## src/srt_pkg.sv

```systemverilog
package srt_pkg;

  // ---------------------------------------------------------------
  // Sizes
  // ---------------------------------------------------------------
  localparam int SRT_NUM_CH = 4;
  localparam int SRT_BYTE_W = 8;
  localparam int SRT_NUM_SRC = 5;
  localparam int SRT_NUM_BIDIR = 3;
  localparam int SRT_CNT_W = 3;
  localparam logic [2:0] SRT_LAST_BIT = 3'h7;
  localparam logic [7:0] SRT_RESET_BYTE = 8'h00;

  // ---------------------------------------------------------------
  // Command byte layout on the serial control port
  // ---------------------------------------------------------------
  localparam int SRT_CMD_READ_BIT = 7;
  localparam int SRT_CMD_LOCAL_BIT = 6;
  localparam int SRT_CMD_CH_LSB = 4;
  localparam int SRT_CMD_CH_W = 2;
  localparam int SRT_CMD_REG_LSB = 0;
  localparam int SRT_CMD_REG_W = 4;

  // ---------------------------------------------------------------
  // Register indices
  // ---------------------------------------------------------------
  localparam logic [3:0] SRT_REG_INT_CLEAR = 4'h2;
  localparam logic [3:0] SRT_REG_RING_TRIP_CONTROL = 4'h8;
  localparam logic [3:0] SRT_REG_DEBOUNCED_INPUTS = 4'h9;
  localparam logic [3:0] SRT_REG_BIDIR_PIN1 = 4'ha;
  localparam logic [3:0] SRT_REG_CHANNEL_INT_MASK = 4'h2;
  localparam logic [3:0] SRT_REG_CHANNEL_SIGNALING = 4'h4;

  // ---------------------------------------------------------------
  // Field positions
  // ---------------------------------------------------------------
  localparam int SRT_RT_ENABLE_BIT = 0;
  localparam int SRT_RT_INSEL_BIT = 1;
  localparam int SRT_RT_OSEL_LSB = 2;
  localparam int SRT_RT_OSEL_W = 3;
  localparam int SRT_RT_IPOL_BIT = 5;
  localparam int SRT_RT_OPOL_BIT = 6;
  localparam int SRT_BIDIR_DATA_LSB = 0;
  localparam int SRT_BIDIR_DIR_LSB = 4;
  localparam int SRT_DEB_A_LSB = 0;
  localparam int SRT_DEB_B_LSB = 4;
  localparam int SRT_SIG_OUT1_BIT = 5;
  localparam int SRT_SIG_OUT2_BIT = 6;
  localparam int SRT_SRC_A = 0;
  localparam int SRT_SRC_B = 1;
  localparam int SRT_SRC_BIDIR_LSB = 2;

  // ---------------------------------------------------------------
  // Ring-control output select codes
  // ---------------------------------------------------------------
  localparam logic [2:0] SRT_OSEL_OUT1 = 3'h0;
  localparam logic [2:0] SRT_OSEL_OUT2 = 3'h1;
  localparam logic [2:0] SRT_OSEL_BIDIR1 = 3'h2;

  // Serial port states, Gray coded along idle, command, data, done.
  typedef enum logic [1:0] {
    SRT_ST_IDLE = 2'h0,
    SRT_ST_CMD = 2'h1,
    SRT_ST_DATA = 2'h3,
    SRT_ST_DONE = 2'h2
  } srt_state_type;

endpackage

```

## src/srt_signaling_top.sv

```systemverilog
`timescale 1ns/1ps
// Notes on behaviour
// RULE_01: Seven signaling pins per channel.
// RULE_02: Global status shows debounced input A. The code shows the raw input, with no debouncing.
// RULE_03: Global status shows debounced input B. The code shows the raw input, with no debouncing.
// RULE_04: Local register shows both hook inputs.
// RULE_05: Bidir one direction: 0 input, 1 output.
// RULE_06: Bidir two, three directions same encoding.
// RULE_07: Global register reports bidir input levels.
// RULE_08: Local register shows bidir input levels.
// RULE_09: Bidir output driven only from global data.
// RULE_10: Line outputs driven only from local register.
// RULE_11: Line output bits read back written value.
// RULE_12: Ring trip acts only while enabled.
// RULE_13: Selects choose trip input and output.
// RULE_14: Valid off-hook inverts selected output level.
// RULE_15: Host rewrites output register after trip.
// RULE_16: Input polarity bit gives off-hook level.
// RULE_17: Output polarity bit gives ringing sense.
// RULE_18: Host sets bidir output before selecting it.
// RULE_19: Enabled input changes raise an interrupt.
// RULE_20: Reads clear channel or hook interrupts.
// RULE_21: Forced level holds until rewrite or disable.
module srt_signaling_top
  import srt_pkg::*;
(
  input wire logic I_CLK,
  input wire logic I_RST_N,
  input wire logic i_CCLK,
  input wire logic i_CS_N,
  input wire logic i_CI,
  output logic o_CO,
  output logic o_CO_OE_N,
  input wire logic [srt_pkg::SRT_NUM_CH-1:0] i_HOOK_INPUT_A,
  input wire logic [srt_pkg::SRT_NUM_CH-1:0] i_HOOK_INPUT_B,
  input wire logic [srt_pkg::SRT_NUM_CH-1:0] i_BIDIR_PIN_ONE,
  input wire logic [srt_pkg::SRT_NUM_CH-1:0] i_BIDIR_PIN_TWO,
  input wire logic [srt_pkg::SRT_NUM_CH-1:0] i_BIDIR_PIN_THREE,
  output logic [srt_pkg::SRT_NUM_CH-1:0] o_BIDIR_PIN_ONE,
  output logic [srt_pkg::SRT_NUM_CH-1:0] o_BIDIR_PIN_TWO,
  output logic [srt_pkg::SRT_NUM_CH-1:0] o_BIDIR_PIN_THREE,
  output logic [srt_pkg::SRT_NUM_CH-1:0] o_BIDIR_PIN_ONE_OE_N,
  output logic [srt_pkg::SRT_NUM_CH-1:0] o_BIDIR_PIN_TWO_OE_N,
  output logic [srt_pkg::SRT_NUM_CH-1:0] o_BIDIR_PIN_THREE_OE_N,
  output logic [srt_pkg::SRT_NUM_CH-1:0] o_LINE_OUTPUT_ONE,
  output logic [srt_pkg::SRT_NUM_CH-1:0] o_LINE_OUTPUT_TWO,
  output logic o_INT12,
  output logic o_INT34
);
  import srt_pkg::*;

  // -----------------------------------------------------------------
  // Register port
  // -----------------------------------------------------------------
  logic [SRT_BYTE_W-1:0] cmd;
  logic [SRT_BYTE_W-1:0] wr_data;
  logic [SRT_BYTE_W-1:0] rd_data;
  logic wr;
  logic rd;

  srt_mpi_port u_port (
    .i_clk(I_CLK),
    .i_rst_n(I_RST_N),
    .i_cclk(i_CCLK),
    .i_cs_n(i_CS_N),
    .i_ci(i_CI),
    .i_rd_data(rd_data),
    .o_cmd(cmd),
    .o_wr(wr),
    .o_wr_data(wr_data),
    .o_rd(rd),
    .o_co(o_CO),
    .o_co_oe_n(o_CO_OE_N)
  );

  // True when the latched command names the given register.
  function automatic logic hits(input logic [SRT_BYTE_W-1:0] c, input logic local_sel,
                                input logic [SRT_CMD_REG_W-1:0] idx);
    hits = (c[SRT_CMD_LOCAL_BIT] == local_sel) && (c[SRT_CMD_REG_LSB +: SRT_CMD_REG_W] == idx);
  endfunction

  wire [SRT_CMD_CH_W-1:0] cmd_ch = cmd[SRT_CMD_CH_LSB +: SRT_CMD_CH_W];
  wire wr_trip_ctl = wr && hits(cmd, 1'b0, SRT_REG_RING_TRIP_CONTROL);
  wire wr_int_clear = wr && hits(cmd, 1'b0, SRT_REG_INT_CLEAR);
  wire wr_sig = wr && hits(cmd, 1'b1, SRT_REG_CHANNEL_SIGNALING);
  wire wr_mask = wr && hits(cmd, 1'b1, SRT_REG_CHANNEL_INT_MASK);
  wire rd_sig = rd && hits(cmd, 1'b1, SRT_REG_CHANNEL_SIGNALING);
  wire rd_deb = rd && hits(cmd, 1'b0, SRT_REG_DEBOUNCED_INPUTS);

  // -----------------------------------------------------------------
  // Registers and per-channel state
  // -----------------------------------------------------------------
  logic [SRT_BYTE_W-1:0] rt_ctrl_reg;
  logic [SRT_NUM_CH-1:0] dir_reg [SRT_NUM_BIDIR];
  logic [SRT_NUM_CH-1:0] bdata_reg [SRT_NUM_BIDIR];
  logic [SRT_NUM_CH-1:0] out1_reg;
  logic [SRT_NUM_CH-1:0] out2_reg;
  logic [SRT_NUM_CH-1:0] trip_reg;
  logic [SRT_NUM_SRC-1:0] mask_reg [SRT_NUM_CH];
  logic [SRT_NUM_SRC-1:0] pend_reg [SRT_NUM_CH];
  logic [SRT_NUM_SRC-1:0] prev_reg [SRT_NUM_CH];
  logic [SRT_NUM_CH-1:0] bidir_in [SRT_NUM_BIDIR];
  logic [SRT_NUM_CH-1:0] bidir_rb [SRT_NUM_BIDIR];
  logic [SRT_NUM_CH-1:0] wr_bidir;
  logic [SRT_NUM_CH-1:0] rd_bidir;
  logic [SRT_NUM_SRC-1:0] src [SRT_NUM_CH];
  logic [SRT_NUM_SRC-1:0] change [SRT_NUM_CH];
  logic [SRT_NUM_SRC-1:0] clr [SRT_NUM_CH];
  logic [SRT_NUM_CH-1:0] irq;
  logic [SRT_NUM_CH-1:0] arrive;
  logic [SRT_NUM_CH-1:0] ringing;
  logic [SRT_NUM_CH-1:0] trip_set;
  logic [SRT_NUM_CH-1:0] trip_clr;
  logic [SRT_BYTE_W-1:0] sig_byte [SRT_NUM_CH];

  wire rt_en = rt_ctrl_reg[SRT_RT_ENABLE_BIT];
  wire rt_insel = rt_ctrl_reg[SRT_RT_INSEL_BIT];
  wire [SRT_RT_OSEL_W-1:0] rt_osel = rt_ctrl_reg[SRT_RT_OSEL_LSB +: SRT_RT_OSEL_W];
  wire rt_ipol = rt_ctrl_reg[SRT_RT_IPOL_BIT];
  wire rt_opol = rt_ctrl_reg[SRT_RT_OPOL_BIT];

  assign bidir_in[0] = i_BIDIR_PIN_ONE;
  assign bidir_in[1] = i_BIDIR_PIN_TWO;
  assign bidir_in[2] = i_BIDIR_PIN_THREE;

  // -----------------------------------------------------------------
  // Bidirectional pin registers, one per pin number
  // -----------------------------------------------------------------
  for (genvar k = 0; k < SRT_NUM_BIDIR; k++) begin : g_bidir
    localparam logic [3:0] IDX = SRT_REG_BIDIR_PIN1 + 4'(k);
    assign wr_bidir[k] = wr && hits(cmd, 1'b0, IDX);
    assign rd_bidir[k] = rd && hits(cmd, 1'b0, IDX);
    // Input channels read the pin, output channels read the written data.
    assign bidir_rb[k] = (dir_reg[k] & bdata_reg[k]) | (~dir_reg[k] & bidir_in[k]); // RULE_07

    // Direction and output data; 1 drives, 0 listens.
    always_ff @(posedge I_CLK) begin
      if (!I_RST_N) begin
        dir_reg[k] <= '0;
        bdata_reg[k] <= '0;
      end else if (wr_bidir[k]) begin
        dir_reg[k] <= wr_data[SRT_BIDIR_DIR_LSB +: SRT_NUM_CH]; // RULE_05 RULE_06
        bdata_reg[k] <= wr_data[SRT_BIDIR_DATA_LSB +: SRT_NUM_CH]; // RULE_09
      end
    end
  end
  assign wr_bidir[SRT_NUM_CH-1] = 1'b0;
  assign rd_bidir[SRT_NUM_CH-1] = 1'b0;

  // -----------------------------------------------------------------
  // Per-channel interrupt sources and ring trip
  // -----------------------------------------------------------------
  for (genvar ch = 0; ch < SRT_NUM_CH; ch++) begin : g_ch
    wire me = (cmd_ch == 2'(ch));
    wire [SRT_NUM_BIDIR-1:0] bin = {bidir_in[2][ch], bidir_in[1][ch], bidir_in[0][ch]};
    wire [SRT_NUM_BIDIR-1:0] bdir = {dir_reg[2][ch], dir_reg[1][ch], dir_reg[0][ch]};
    wire [SRT_NUM_BIDIR-1:0] bdat = {bdata_reg[2][ch], bdata_reg[1][ch], bdata_reg[0][ch]};
    wire [SRT_NUM_SRC-1:0] valid = {~bdir, 2'b11};
    wire [SRT_NUM_SRC-1:0] clr_hook = {3'b000, rd_deb, rd_deb};
    wire [SRT_NUM_SRC-1:0] clr_all = {SRT_NUM_SRC{wr_int_clear | (rd_sig & me)}};
    wire sel_in = rt_insel ? src[ch][SRT_SRC_B] : src[ch][SRT_SRC_A];
    wire sel_prev = rt_insel ? prev_reg[ch][SRT_SRC_B] : prev_reg[ch][SRT_SRC_A];
    wire [SRT_NUM_SRC-1:0] ctl_all = {bdat, out2_reg[ch], out1_reg[ch]};
    wire [SRT_NUM_SRC-1:0] rewrite = {wr_bidir[2:0], wr_sig & me, wr_sig & me};
    wire [SRT_NUM_SRC-1:0] osel_hot = SRT_NUM_SRC'(1) << rt_osel;

    assign src[ch] = {bin, i_HOOK_INPUT_B[ch], i_HOOK_INPUT_A[ch]};
    // Bidir pins count as sources only while they are inputs.
    assign change[ch] = (src[ch] ^ prev_reg[ch]) & valid; // RULE_19
    assign clr[ch] = clr_all | clr_hook | {rd_bidir[2:0], 2'b00}; // RULE_20
    assign irq[ch] = |(pend_reg[ch] & mask_reg[ch]);
    // Off-hook arrives when the chosen input reaches the valid level.
    assign arrive[ch] = (sel_in == rt_ipol) && (sel_prev != rt_ipol); // RULE_13 RULE_16
    // Only an output that sits at its ringing level is tripped.
    assign ringing[ch] = ((ctl_all & osel_hot) != '0) == rt_opol; // RULE_17
    assign trip_set[ch] = rt_en && arrive[ch] && ringing[ch] && (osel_hot != '0); // RULE_12 RULE_14
    assign trip_clr[ch] = !rt_en || ((rewrite & osel_hot) != '0); // RULE_15 RULE_21
    assign sig_byte[ch] = {1'b0, out2_reg[ch], out1_reg[ch], bin, // RULE_11 RULE_08
                           i_HOOK_INPUT_B[ch], i_HOOK_INPUT_A[ch]}; // RULE_04

    // Pending flags; a new change wins over a clear in the same cycle.
    always_ff @(posedge I_CLK) begin
      if (!I_RST_N) begin
        pend_reg[ch] <= '0;
        prev_reg[ch] <= '0;
        mask_reg[ch] <= '0;
      end else begin
        pend_reg[ch] <= (change[ch] & mask_reg[ch]) | (pend_reg[ch] & ~clr[ch]); // RULE_19
        prev_reg[ch] <= src[ch];
        if (wr_mask && me) begin
          mask_reg[ch] <= wr_data[SRT_NUM_SRC-1:0];
        end
      end
    end
  end

  // -----------------------------------------------------------------
  // Global control, line outputs and trip state
  // -----------------------------------------------------------------
  always_ff @(posedge I_CLK) begin
    if (!I_RST_N) begin
      rt_ctrl_reg <= SRT_RESET_BYTE;
      trip_reg <= '0;
    end else begin
      if (wr_trip_ctl) begin
        rt_ctrl_reg <= wr_data;
      end
      trip_reg <= trip_set | (trip_reg & ~trip_clr); // RULE_21
    end
  end

  // Line outputs are written per channel through the local register only.
  for (genvar ch = 0; ch < SRT_NUM_CH; ch++) begin : g_out
    always_ff @(posedge I_CLK) begin
      if (!I_RST_N) begin
        out1_reg[ch] <= 1'b0;
        out2_reg[ch] <= 1'b0;
      end else if (wr_sig && (cmd_ch == 2'(ch))) begin
        out1_reg[ch] <= wr_data[SRT_SIG_OUT1_BIT]; // RULE_10
        out2_reg[ch] <= wr_data[SRT_SIG_OUT2_BIT]; // RULE_10
      end
    end
  end

  // -----------------------------------------------------------------
  // Pin drivers; the trip inverts only the selected output
  // -----------------------------------------------------------------
  wire [SRT_NUM_CH-1:0] inv1 = trip_reg & {SRT_NUM_CH{rt_osel == SRT_OSEL_OUT1}};
  wire [SRT_NUM_CH-1:0] inv2 = trip_reg & {SRT_NUM_CH{rt_osel == SRT_OSEL_OUT2}};
  wire [SRT_NUM_CH-1:0] invb1 = trip_reg & {SRT_NUM_CH{rt_osel == SRT_OSEL_BIDIR1}};
  wire [SRT_NUM_CH-1:0] invb2 = trip_reg & {SRT_NUM_CH{rt_osel == SRT_OSEL_BIDIR1 + 3'h1}};
  wire [SRT_NUM_CH-1:0] invb3 = trip_reg & {SRT_NUM_CH{rt_osel == SRT_OSEL_BIDIR1 + 3'h2}};
  wire irq12 = irq[0] | irq[1];
  wire irq34 = irq[2] | irq[3];

  // All pin and interrupt outputs leave from flip-flops.
  always_ff @(posedge I_CLK) begin
    if (!I_RST_N) begin
      o_LINE_OUTPUT_ONE <= '0;
      o_LINE_OUTPUT_TWO <= '0;
      o_BIDIR_PIN_ONE <= '0;
      o_BIDIR_PIN_TWO <= '0;
      o_BIDIR_PIN_THREE <= '0;
      o_BIDIR_PIN_ONE_OE_N <= '1;
      o_BIDIR_PIN_TWO_OE_N <= '1;
      o_BIDIR_PIN_THREE_OE_N <= '1;
      o_INT12 <= 1'b0;
      o_INT34 <= 1'b0;
    end else begin
      o_LINE_OUTPUT_ONE <= out1_reg ^ inv1; // RULE_01 RULE_14
      o_LINE_OUTPUT_TWO <= out2_reg ^ inv2; // RULE_14
      o_BIDIR_PIN_ONE <= bdata_reg[0] ^ invb1; // RULE_09 RULE_18
      o_BIDIR_PIN_TWO <= bdata_reg[1] ^ invb2; // RULE_09
      o_BIDIR_PIN_THREE <= bdata_reg[2] ^ invb3; // RULE_09
      o_BIDIR_PIN_ONE_OE_N <= ~dir_reg[0]; // RULE_05
      o_BIDIR_PIN_TWO_OE_N <= ~dir_reg[1]; // RULE_06
      o_BIDIR_PIN_THREE_OE_N <= ~dir_reg[2]; // RULE_06
      o_INT12 <= irq12;
      o_INT34 <= irq34;
    end
  end

  // -----------------------------------------------------------------
  // Read data selection
  // -----------------------------------------------------------------
  wire [SRT_BYTE_W-1:0] deb_byte = {i_HOOK_INPUT_B, i_HOOK_INPUT_A}; // RULE_02 RULE_03
  wire [SRT_BYTE_W-1:0] mask_byte = {3'b000, mask_reg[cmd_ch]};
  wire [SRT_BYTE_W-1:0] bidir_byte [SRT_NUM_BIDIR];
  assign bidir_byte[0] = {dir_reg[0], bidir_rb[0]};
  assign bidir_byte[1] = {dir_reg[1], bidir_rb[1]};
  assign bidir_byte[2] = {dir_reg[2], bidir_rb[2]};
  assign rd_data =
    hits(cmd, 1'b1, SRT_REG_CHANNEL_SIGNALING) ? sig_byte[cmd_ch] :
    hits(cmd, 1'b1, SRT_REG_CHANNEL_INT_MASK) ? mask_byte :
    hits(cmd, 1'b0, SRT_REG_RING_TRIP_CONTROL) ? rt_ctrl_reg :
    hits(cmd, 1'b0, SRT_REG_DEBOUNCED_INPUTS) ? deb_byte :
    hits(cmd, 1'b0, SRT_REG_BIDIR_PIN1) ? bidir_byte[0] :
    hits(cmd, 1'b0, SRT_REG_BIDIR_PIN1 + 4'h1) ? bidir_byte[1] :
    hits(cmd, 1'b0, SRT_REG_BIDIR_PIN1 + 4'h2) ? bidir_byte[2] :
    SRT_RESET_BYTE;
endmodule

```

## src/srt_mpi_port.sv

```systemverilog
`timescale 1ns/1ps
module srt_mpi_port
  import srt_pkg::*;
(
  input wire logic i_clk,
  input wire logic i_rst_n,
  input wire logic i_cclk,
  input wire logic i_cs_n,
  input wire logic i_ci,
  input wire logic [srt_pkg::SRT_BYTE_W-1:0] i_rd_data,
  output logic [srt_pkg::SRT_BYTE_W-1:0] o_cmd,
  output logic o_wr,
  output logic [srt_pkg::SRT_BYTE_W-1:0] o_wr_data,
  output logic o_rd,
  output logic o_co,
  output logic o_co_oe_n
);
  import srt_pkg::*;

  // -----------------------------------------------------------------
  // Edge detection and next-value terms
  // -----------------------------------------------------------------
  srt_state_type state_reg;
  srt_state_type state_next;
  logic cclk_prev_reg;
  logic [SRT_CNT_W-1:0] cnt_reg;
  logic [SRT_BYTE_W-1:0] in_reg;
  logic [SRT_BYTE_W-1:0] out_reg;
  logic [SRT_BYTE_W-1:0] cmd_reg;
  logic [SRT_BYTE_W-1:0] wr_data_reg;
  logic wr_reg;
  logic rd_reg;
  logic co_reg;
  logic oe_n_reg;
  logic reading_reg;

  // The control clock is sampled as plain data; edges are found here.
  wire rise = i_cclk & ~cclk_prev_reg;
  wire fall = ~i_cclk & cclk_prev_reg;
  wire byte_end = rise && (cnt_reg == SRT_LAST_BIT);
  wire [SRT_BYTE_W-1:0] in_byte = {in_reg[SRT_BYTE_W-2:0], i_ci};
  wire cmd_end = (state_reg == SRT_ST_CMD) && byte_end;
  wire data_end = (state_reg == SRT_ST_DATA) && !reading_reg && byte_end;

  // Next state; chip select high always ends the transfer.
  always_comb begin
    state_next = state_reg;
    case (state_reg)
      SRT_ST_IDLE: state_next = i_cs_n ? SRT_ST_IDLE : SRT_ST_CMD;
      SRT_ST_CMD: state_next = cmd_end ? SRT_ST_DATA : SRT_ST_CMD;
      SRT_ST_DATA: state_next = data_end ? SRT_ST_DONE : SRT_ST_DATA;
      SRT_ST_DONE: state_next = SRT_ST_DONE;
      default: state_next = SRT_ST_IDLE;
    endcase
    if (i_cs_n) begin
      state_next = SRT_ST_IDLE;
    end
  end

  // State, edge memory and bit counter.
  always_ff @(posedge i_clk) begin
    if (!i_rst_n) begin
      state_reg <= SRT_ST_IDLE;
      cclk_prev_reg <= 1'b0;
      cnt_reg <= '0;
    end else begin
      state_reg <= state_next;
      cclk_prev_reg <= i_cclk;
      if (state_reg == SRT_ST_IDLE) begin
        cnt_reg <= '0;
      end else if (rise) begin
        cnt_reg <= cnt_reg + 3'h1;
      end
    end
  end

  // Input shifter, command latch, write and read strobes.
  always_ff @(posedge i_clk) begin
    if (!i_rst_n) begin
      in_reg <= SRT_RESET_BYTE;
      cmd_reg <= SRT_RESET_BYTE;
      wr_data_reg <= SRT_RESET_BYTE;
      wr_reg <= 1'b0;
      rd_reg <= 1'b0;
      reading_reg <= 1'b0;
    end else begin
      if (rise) begin
        in_reg <= in_byte;
      end
      if (cmd_end) begin
        cmd_reg <= in_byte;
        reading_reg <= in_byte[SRT_CMD_READ_BIT];
      end
      if (data_end) begin
        wr_data_reg <= in_byte;
      end
      wr_reg <= data_end;
      rd_reg <= cmd_end && in_byte[SRT_CMD_READ_BIT];
    end
  end

  // Output shifter; data leaves on falling control clock edges, MSB first.
  always_ff @(posedge i_clk) begin
    if (!i_rst_n) begin
      out_reg <= SRT_RESET_BYTE;
      co_reg <= 1'b0;
      oe_n_reg <= 1'b1;
    end else if (i_cs_n) begin
      oe_n_reg <= 1'b1;
    end else if (rd_reg) begin
      out_reg <= i_rd_data;
    end else if (fall && reading_reg && (state_reg == SRT_ST_DATA)) begin
      co_reg <= out_reg[SRT_BYTE_W-1];
      out_reg <= {out_reg[SRT_BYTE_W-2:0], 1'b0};
      oe_n_reg <= 1'b0;
    end
  end

  assign o_cmd = cmd_reg;
  assign o_wr = wr_reg;
  assign o_wr_data = wr_data_reg;
  assign o_rd = rd_reg;
  assign o_co = co_reg;
  assign o_co_oe_n = oe_n_reg;

endmodule

```

## config.mk

```make
export PLATFORM = sky130hd
export DESIGN_NAME = srt_signaling_top
export DESIGN_NICKNAME = d
export VERILOG_FILES = /design/src/srt_pkg.sv /design/src/srt_signaling_top.sv /design/src/srt_mpi_port.sv
export SDC_FILE = /design/constraint.sdc
export NUM_CORES = 1
export LEC_CHECK = 0
export BUFFER_PORTS_ARGS = -buffer_cell sky130_fd_sc_hd__buf_4
export CORE_MARGIN = 3
export CORE_UTILIZATION = 55
export CTS_BUF_LIST = sky130_fd_sc_hd__clkbuf_8
export CTS_CLUSTER_DIAMETER = 150
export DETAILED_ROUTE_END_ITERATION = 8
export GPL_TIMING_DRIVEN = 1
export PLACE_DENSITY = 0.77
export SETUP_SLACK_MARGIN = 0.4
export SYNTH_ARGS = -nofsm -noshare
export SYNTH_HDL_FRONTEND = slang
export SYNTH_SLANG_ARGS = --single-unit
```

## constraint.sdc

```tcl
create_clock -name I_CLK -period 2.07 [get_ports I_CLK]
set_clock_uncertainty 0.2 [all_clocks]
set_input_delay 0.414 -clock I_CLK [delete_from_list [all_inputs] [get_ports I_CLK]]
set_output_delay 0.414 -clock I_CLK [all_outputs]
set_load 0.01 [all_outputs]
```

* Word-level counts from Yosys, hierarchy flattened *
Memories as Yosys holds them, arrays and structs flattened. A register that Yosys moved wholly into a read port is not among the register bits.
Index checks and enable logic that the tools add are counted.

operators by class
  add/sub/neg operators = 1
  multipliers = 0
  divide/modulo/power cells = 0
  magnitude comparators = 1
  equal/unequal tests = 30
  shift operators = 1
  muxes and demuxes = 66
  bitwise logic cells = 114
  reduce and logical (&&, ||, !) cells = 79

operators by type and width
  cell                  number
  $and A5 B5 Y5         24
  $mux W8               11
  $mux W5               12
  $logic_and A1 B1 Y1   51
  $and A4 B4 Y4         12
  $reduce_bool A5 Y1    9
  $or A5 B5 Y5          8
  $mux W1               32
  $mux W4               6
  $or A1 B1 Y1          24
  $eq A4 B4 Y1 const B  5
  $not A5 Y5            4
  $or A5 B2 Y5          4
  $reduce_or A5 Y1      4
  $xor A4 B4 Y4         5
  $xor A5 B5 Y5         4
  $bmux W8 S2           1
  $not A4 Y4            4
  $or A4 B4 Y4          4
  $not A3 Y3            4
  $and A1 B1 Y1         10
  $eq A1 B1 Y1          8
  $eq A2 B2 Y1 const B  4
  $pmux W2 S4           1
  21 further kinds      41

word-level totals
  flip-flop bits (word level) = 95
  bits in latches = 0
  memory bits (writable) = 84
  memory bits (read-only) = 0
  input bits = 25
  output and inout bits = 36
  word-level logic and storage cells = 329
  memories kept = 5

memory list
  name       words  bits a word  read ports  clocked after Yosys merged registers in  write ports  line                      RTL
  mask_reg   4      5            5           1                                        4            srt_signaling_top.sv:99   logic [SRT_NUM_SRC-1:0] mask_reg [SRT_NUM_CH];
  pend_reg   4      5            4           0                                        4            srt_signaling_top.sv:100  logic [SRT_NUM_SRC-1:0] pend_reg [SRT_NUM_CH];
  prev_reg   4      5            4           0                                        4            srt_signaling_top.sv:101  logic [SRT_NUM_SRC-1:0] prev_reg [SRT_NUM_CH];
  bdata_reg  3      4            3           0                                        3            srt_signaling_top.sv:95   logic [SRT_NUM_CH-1:0] bdata_reg [SRT_NUM_BIDIR];
  dir_reg    3      4            3           0                                        3            srt_signaling_top.sv:94   logic [SRT_NUM_CH-1:0] dir_reg [SRT_NUM_BIDIR];

* Depth between registers and ports, before layout *
An unclocked memory read counts as a cell.

  word-level depth = 12
  mapped depth = 7
  gate-level depth less buffers = 6

* Cells and area by module *
From an unflattened synthesis, not the netlist that was laid out.

second synthesis, totals
  cells, all modules = 857
  area, all modules = 8,318.0 um^2

by module, submodules not included
  module             times used  cells each  area an instance (um^2)
  srt_signaling_top  1           665         6,618.8
  srt_mpi_port       1           192         1,699.1

* Worst setup path before layout *
OpenSTA, ideal clock, no wires.

  kind = input to register
  start point = in I_RST_N
  end point = mem bdata_reg[0][0] (enable)
  library setup time = 0.304 ns
  data arrival time = 1.486 ns
  slack = 0.081 ns
  stages = 4
  buffers on the path = 3
  cells stage by stage = clkbuf_1 clkbuf_1 buf_1 nand2_1

RTL lines
  what             line                     RTL
  start, declared  srt_signaling_top.sv:28  input wire logic I_RST_N,
  end, declared    srt_signaling_top.sv:95

* Final worst setup path *
  start point = reg u_port.cmd_reg[2], in the netlist u_port.o_cmd[2]
  end point = reg u_port.out_reg[0]

on the way
  cells in the longest elaborated chain, start to end = 10
  elaborated cells on any way between the ends = 22

RTL lines
  what                    line                      RTL
  start, declared         srt_mpi_port.sv:29        logic [SRT_BYTE_W-1:0] cmd_reg;
  start signal, assigned  srt_mpi_port.sv:91        cmd_reg <= in_byte;
  $eq A4 B4 Y1            srt_signaling_top.sv:79   hits = (c[SRT_CMD_LOCAL_BIT] == local_sel) && (c[SRT_CMD_REG_LSB +: SRT_CMD_REG_W] == idx);
  $logic_and A1 B1 Y1     srt_signaling_top.sv:79
  $mux W8                 srt_signaling_top.sv:279  hits(cmd, 1'b0, SRT_REG_BIDIR_PIN1 + 4'h2) ? bidir_byte[2] :
  $mux W8                 srt_signaling_top.sv:278  hits(cmd, 1'b0, SRT_REG_BIDIR_PIN1 + 4'h1) ? bidir_byte[1] :
  $mux W8                 srt_signaling_top.sv:277  hits(cmd, 1'b0, SRT_REG_BIDIR_PIN1) ? bidir_byte[0] :
  $mux W8                 srt_signaling_top.sv:276  hits(cmd, 1'b0, SRT_REG_DEBOUNCED_INPUTS) ? deb_byte :
  $mux W8                 srt_signaling_top.sv:275  hits(cmd, 1'b0, SRT_REG_RING_TRIP_CONTROL) ? rt_ctrl_reg :
  $mux W8                 srt_signaling_top.sv:274  hits(cmd, 1'b1, SRT_REG_CHANNEL_INT_MASK) ? mask_byte :
  $mux W8 (*)             srt_signaling_top.sv:273  hits(cmd, 1'b1, SRT_REG_CHANNEL_SIGNALING) ? sig_byte[cmd_ch] :
  $mux W8 (*)             srt_mpi_port.sv:110       end else if (rd_reg) begin
  end signal, assigned    srt_mpi_port.sv:111       out_reg <= i_rd_data;
  end signal, assigned    srt_mpi_port.sv:114       out_reg <= {out_reg[SRT_BYTE_W-2:0], 1'b0};
  end, declared           srt_mpi_port.sv:28        logic [SRT_BYTE_W-1:0] out_reg;

Every way passes the cells marked *; elsewhere a longest branch is shown, timed or not.
A chain may end at the register's enable or synchronous reset.

==> run summary <==
The min-delay analysis places its worst path in the category in -> reg. The number of endpoints failing setup at the final stage is 0. The count of final max-slew check failures is 0. The chip height came out at 129 um. The final RePlAce weighted congestion is 0.969. The fraction of layout cells with a size suffix above 1 is 34.4%. For this run, the leading register cell type out of synthesis is dfxtp_1. The proportion of synthesized flip-flops having asynchronous set or reset is 0%. The count of distinct cell types in the synthesized netlist came out at 71. The clock reaches the later pin of the worst-skew pair after 0.46 ns. The remaining design rule violation count is 0. CTS placed an instance of clkbuf_8 at the clock tree root. The area of the placeable core is 14700 um2. The biggest area consumer among synthesized cells is dfxtp_1. The cell depth of the worst flop-to-flop path is 7. The synthesized net count came out at 870. TritonCTS built the clock tree. The detail route stage leaves a number of antenna-violating nets equal to 0. After synthesis, the cell types taking the most area are dfxtp_1, edfxtp_1, and2_1. The number of antenna diodes came out at 0. The standby leakage power is 4.17 nW.

The count of routing violations after the opening detailed-route iteration is 866. In the synthesized netlist, the cells that appear most often are dfxtp_1, nand2_1, nor2_1. STA classifies the critical path startpoint as a flop. The data required time at the worst endpoint is 2.21 ns. The worst setup path is captured at a flop. After layout, the worst path uses 94.4% of the clock period. The pin count of the biggest net entering global routing is 77. The flop-to-flop setup slack came out at 0.12 ns. Final hold analysis gives a worst-case slack of 0.0260 ns. The detailed-route wire length per cell came out at 23.9 um. Once detailed placement completed, the half-perimeter wirelength came to 20.2 mm.

The flow ran to the end, and the final reports show no timing, DRC or antenna violations. The post-layout minimum cycle time is 1.95 ns. Along the worst path, the maximum fanout reaches 6. Counting flops with a built-in enable in the synthesized netlist gives 44. Setup repair after global routing could not meet its margin everywhere. The Yosys step of the flow raised 0 warnings.

At the end of the flow the core is filled with cells to 75.4%. The starting utilization of the core area came out at 56.8%. The aggregate global-route resource usage is 34.4%.

The final hold violation count came to 0. The multi-input logic area came out at 4710 um2. The sequential cell area fraction in the yosys report came out at 48.7%. The synthesized instance count came out at 843. The post-synthesis register bit count is 181. The worst hold path passes through 2 cells. The top-area cell type share of the netlist area came out at 32.9%. The leftover overflow at the end of global routing came out at 0. The synthesized area per cell is 9.90 um2. The headroom to the max-slew limit came out at 56.9%. The count of max-cap constraint violations is 0. The layout overhead on the synthesized area is 32.8%. The total wirelength of the detailed-routed design came out at 28.6 mm.

The sequential cells in the finished layout cover a total of 4100 um2. After the last flow step, the layout net total stands at 1024. The maximum root-to-sink buffer count came out at 2. The total power per unit cell area came out at 613 nW/um2. The worst ir drop on vdd came out at 594 uV. In this run the critical register-to-register path is captured at u_port.out_reg[0]. The clock transition at the registers of the reported paths is 0.09 ns.

The terminating pin of the worst hold path is prev_reg[3][3]. The count of filler cells inserted in the layout came out at 1018. The global-route wire length before repair is 42.5 mm. 61 I/O pins were placed.

The maximum frequency from static timing analysis came out at 512 MHz. The via count of the first global-routing pass is 7051. The via density per instance is 6.25. The via total after detailed routing came out at 7461. The number of optimization iterations in the first detailed-route pass came out at 8.

The H-tree depth came out at 4. Measured along the x axis, the die boundary spans 129 um. The initial antenna violation count is 0.

The CTS buffer count is 17. The netlist area before placement came out at 8340 um2. The floorplan die area came out at 16700 um2. The worst-margin pin slew came out at 0.646 ns. The number of sinks handled by clock tree synthesis is 181. The count of standard-cell rows is 44. The launch instance of the worst min-delay path is i_BIDIR_PIN_TWO[3]. In this run the critical register-to-register path is launched from u_port.o_cmd[2]. The quantity of I/O buffers inserted on ports came out at 60.

The kind of critical path is reg -> reg. For the worst setup path, the data arrival time is 2.09 ns. dfxtp_1 is the most common cell in the netlist.
-- repair_timing --
| item | 4_1_cts | 5_1_grt |
|---|---|---|
| hold buffers | 7 | 1 |
| hold endpoints to repair | 7 | 1 |
| resized for setup | 120 | 47 |
| buffers inserted | 28 | 26 |
| gates cloned | 1 | 0 |
| endpoints found under the setup margin | 160 | 162 |
| pin swaps | 42 | 34 |
-- per-layer routing --
metal | vias to the layer above | global-route usage, % | share of wire [%]
met5 | - | 0 | 0
met4 | 0 | 13.6 | 4.3
met3 | 85 | 7.38 | 9.6
met2 | 446 | 53.7 | 46
met1 | 3604 | 47.0 | 40
li1 | 3326 | - | -
-- report_power, final --
| part | switching (W) | internal (W) | total [W] |
|---|---|---|---|
| clock network | 0.00128 | 0.00118 | 0.00246 |
| logic | 0.000268 | 0.000226 | 0.000493 |
| registers | 0.000108 | 0.00373 | 0.00384 |
-- final cells by class --
cell class	instances	area share (%)
inverter	5	0.237
clock buffer	17	2.11
timing repair buffer	182	14.6
clock inverter	15	1.49
tap	184	2.08
sequential	181	37.0
multi-input combinational	610	42.5
-- worst max path at each step --
stage,start,end,cells past startpoint
after floorplan,u_port.o_wr,mask_reg[0][0],4
after global placement,u_port.o_cmd[6],trip_reg[3],6
after detailed placement,u_port.o_cmd[6],trip_reg[3],6
after CTS,u_port.o_cmd[1],u_port.out_reg[4],6
after global routing,u_port.o_cmd[1],g_ch[3].ctl_all[0],7
final,u_port.o_cmd[2],u_port.out_reg[0],7
-- cells in the final DEF, fill, tap and decap left out, types with 9 or more instances in the layout --
| master | instances |
|---|---|
| buf_6 | 25 |
| nand3_1 | 33 |
| o21ai_0 | 18 |
| nand2b_1 | 9 |
| nor2_4 | 9 |
| buf_4 | 137 |
| xor2_1 | 43 |
| nand3b_1 | 17 |
| and2_1 | 66 |
| nand2_1 | 70 |
| edfxtp_1 | 44 |
| mux4_2 | 13 |
| nor2_1 | 64 |
| dfxtp_1 | 123 |
| clkbuf_8 | 17 |
| a21oi_1 | 44 |
| mux2i_1 | 30 |
-- stage by stage --
stage	TNS [ns]	setup slack (ns)	cell area [um2]	power, W	std cells
5_1_grt	0	0.0782	11100	0.00700	1194
6_report	0	0.116	11100	0.00679	1194
3_5_place_dp	-0.150	-0.141	9460	0.00438	1099
4_1_cts	0	0.161	10600	0.00679	1167
3_3_place_gp	-0.0904	-0.0904	9460	0.00437	1099
2_1_floorplan	0	0.364	8540	0.00413	843
-- logic make-up after synthesis --
family | after synthesis | synth area share [%]
simple gates | 343 | 21.8
compound gates | 168 | 13.3
mux | 52 | 8.29
fa+ha+maj | 2 | 0.300
flops | 181 | 48.7
buf+inv | 52 | 2.85
xor+xnor | 45 | 4.72
-- critical path, stage by stage (launching register included) --
cell and delay [ns]:
dfxtp_4 0.38, buf_6 0.14, nor4b_4 0.24, buf_4 0.17, and2_4 0.19, a21oi_2 0.04, a222oi_1 0.35, a21oi_1 0.12
Power figures use the tool's default switching activity.
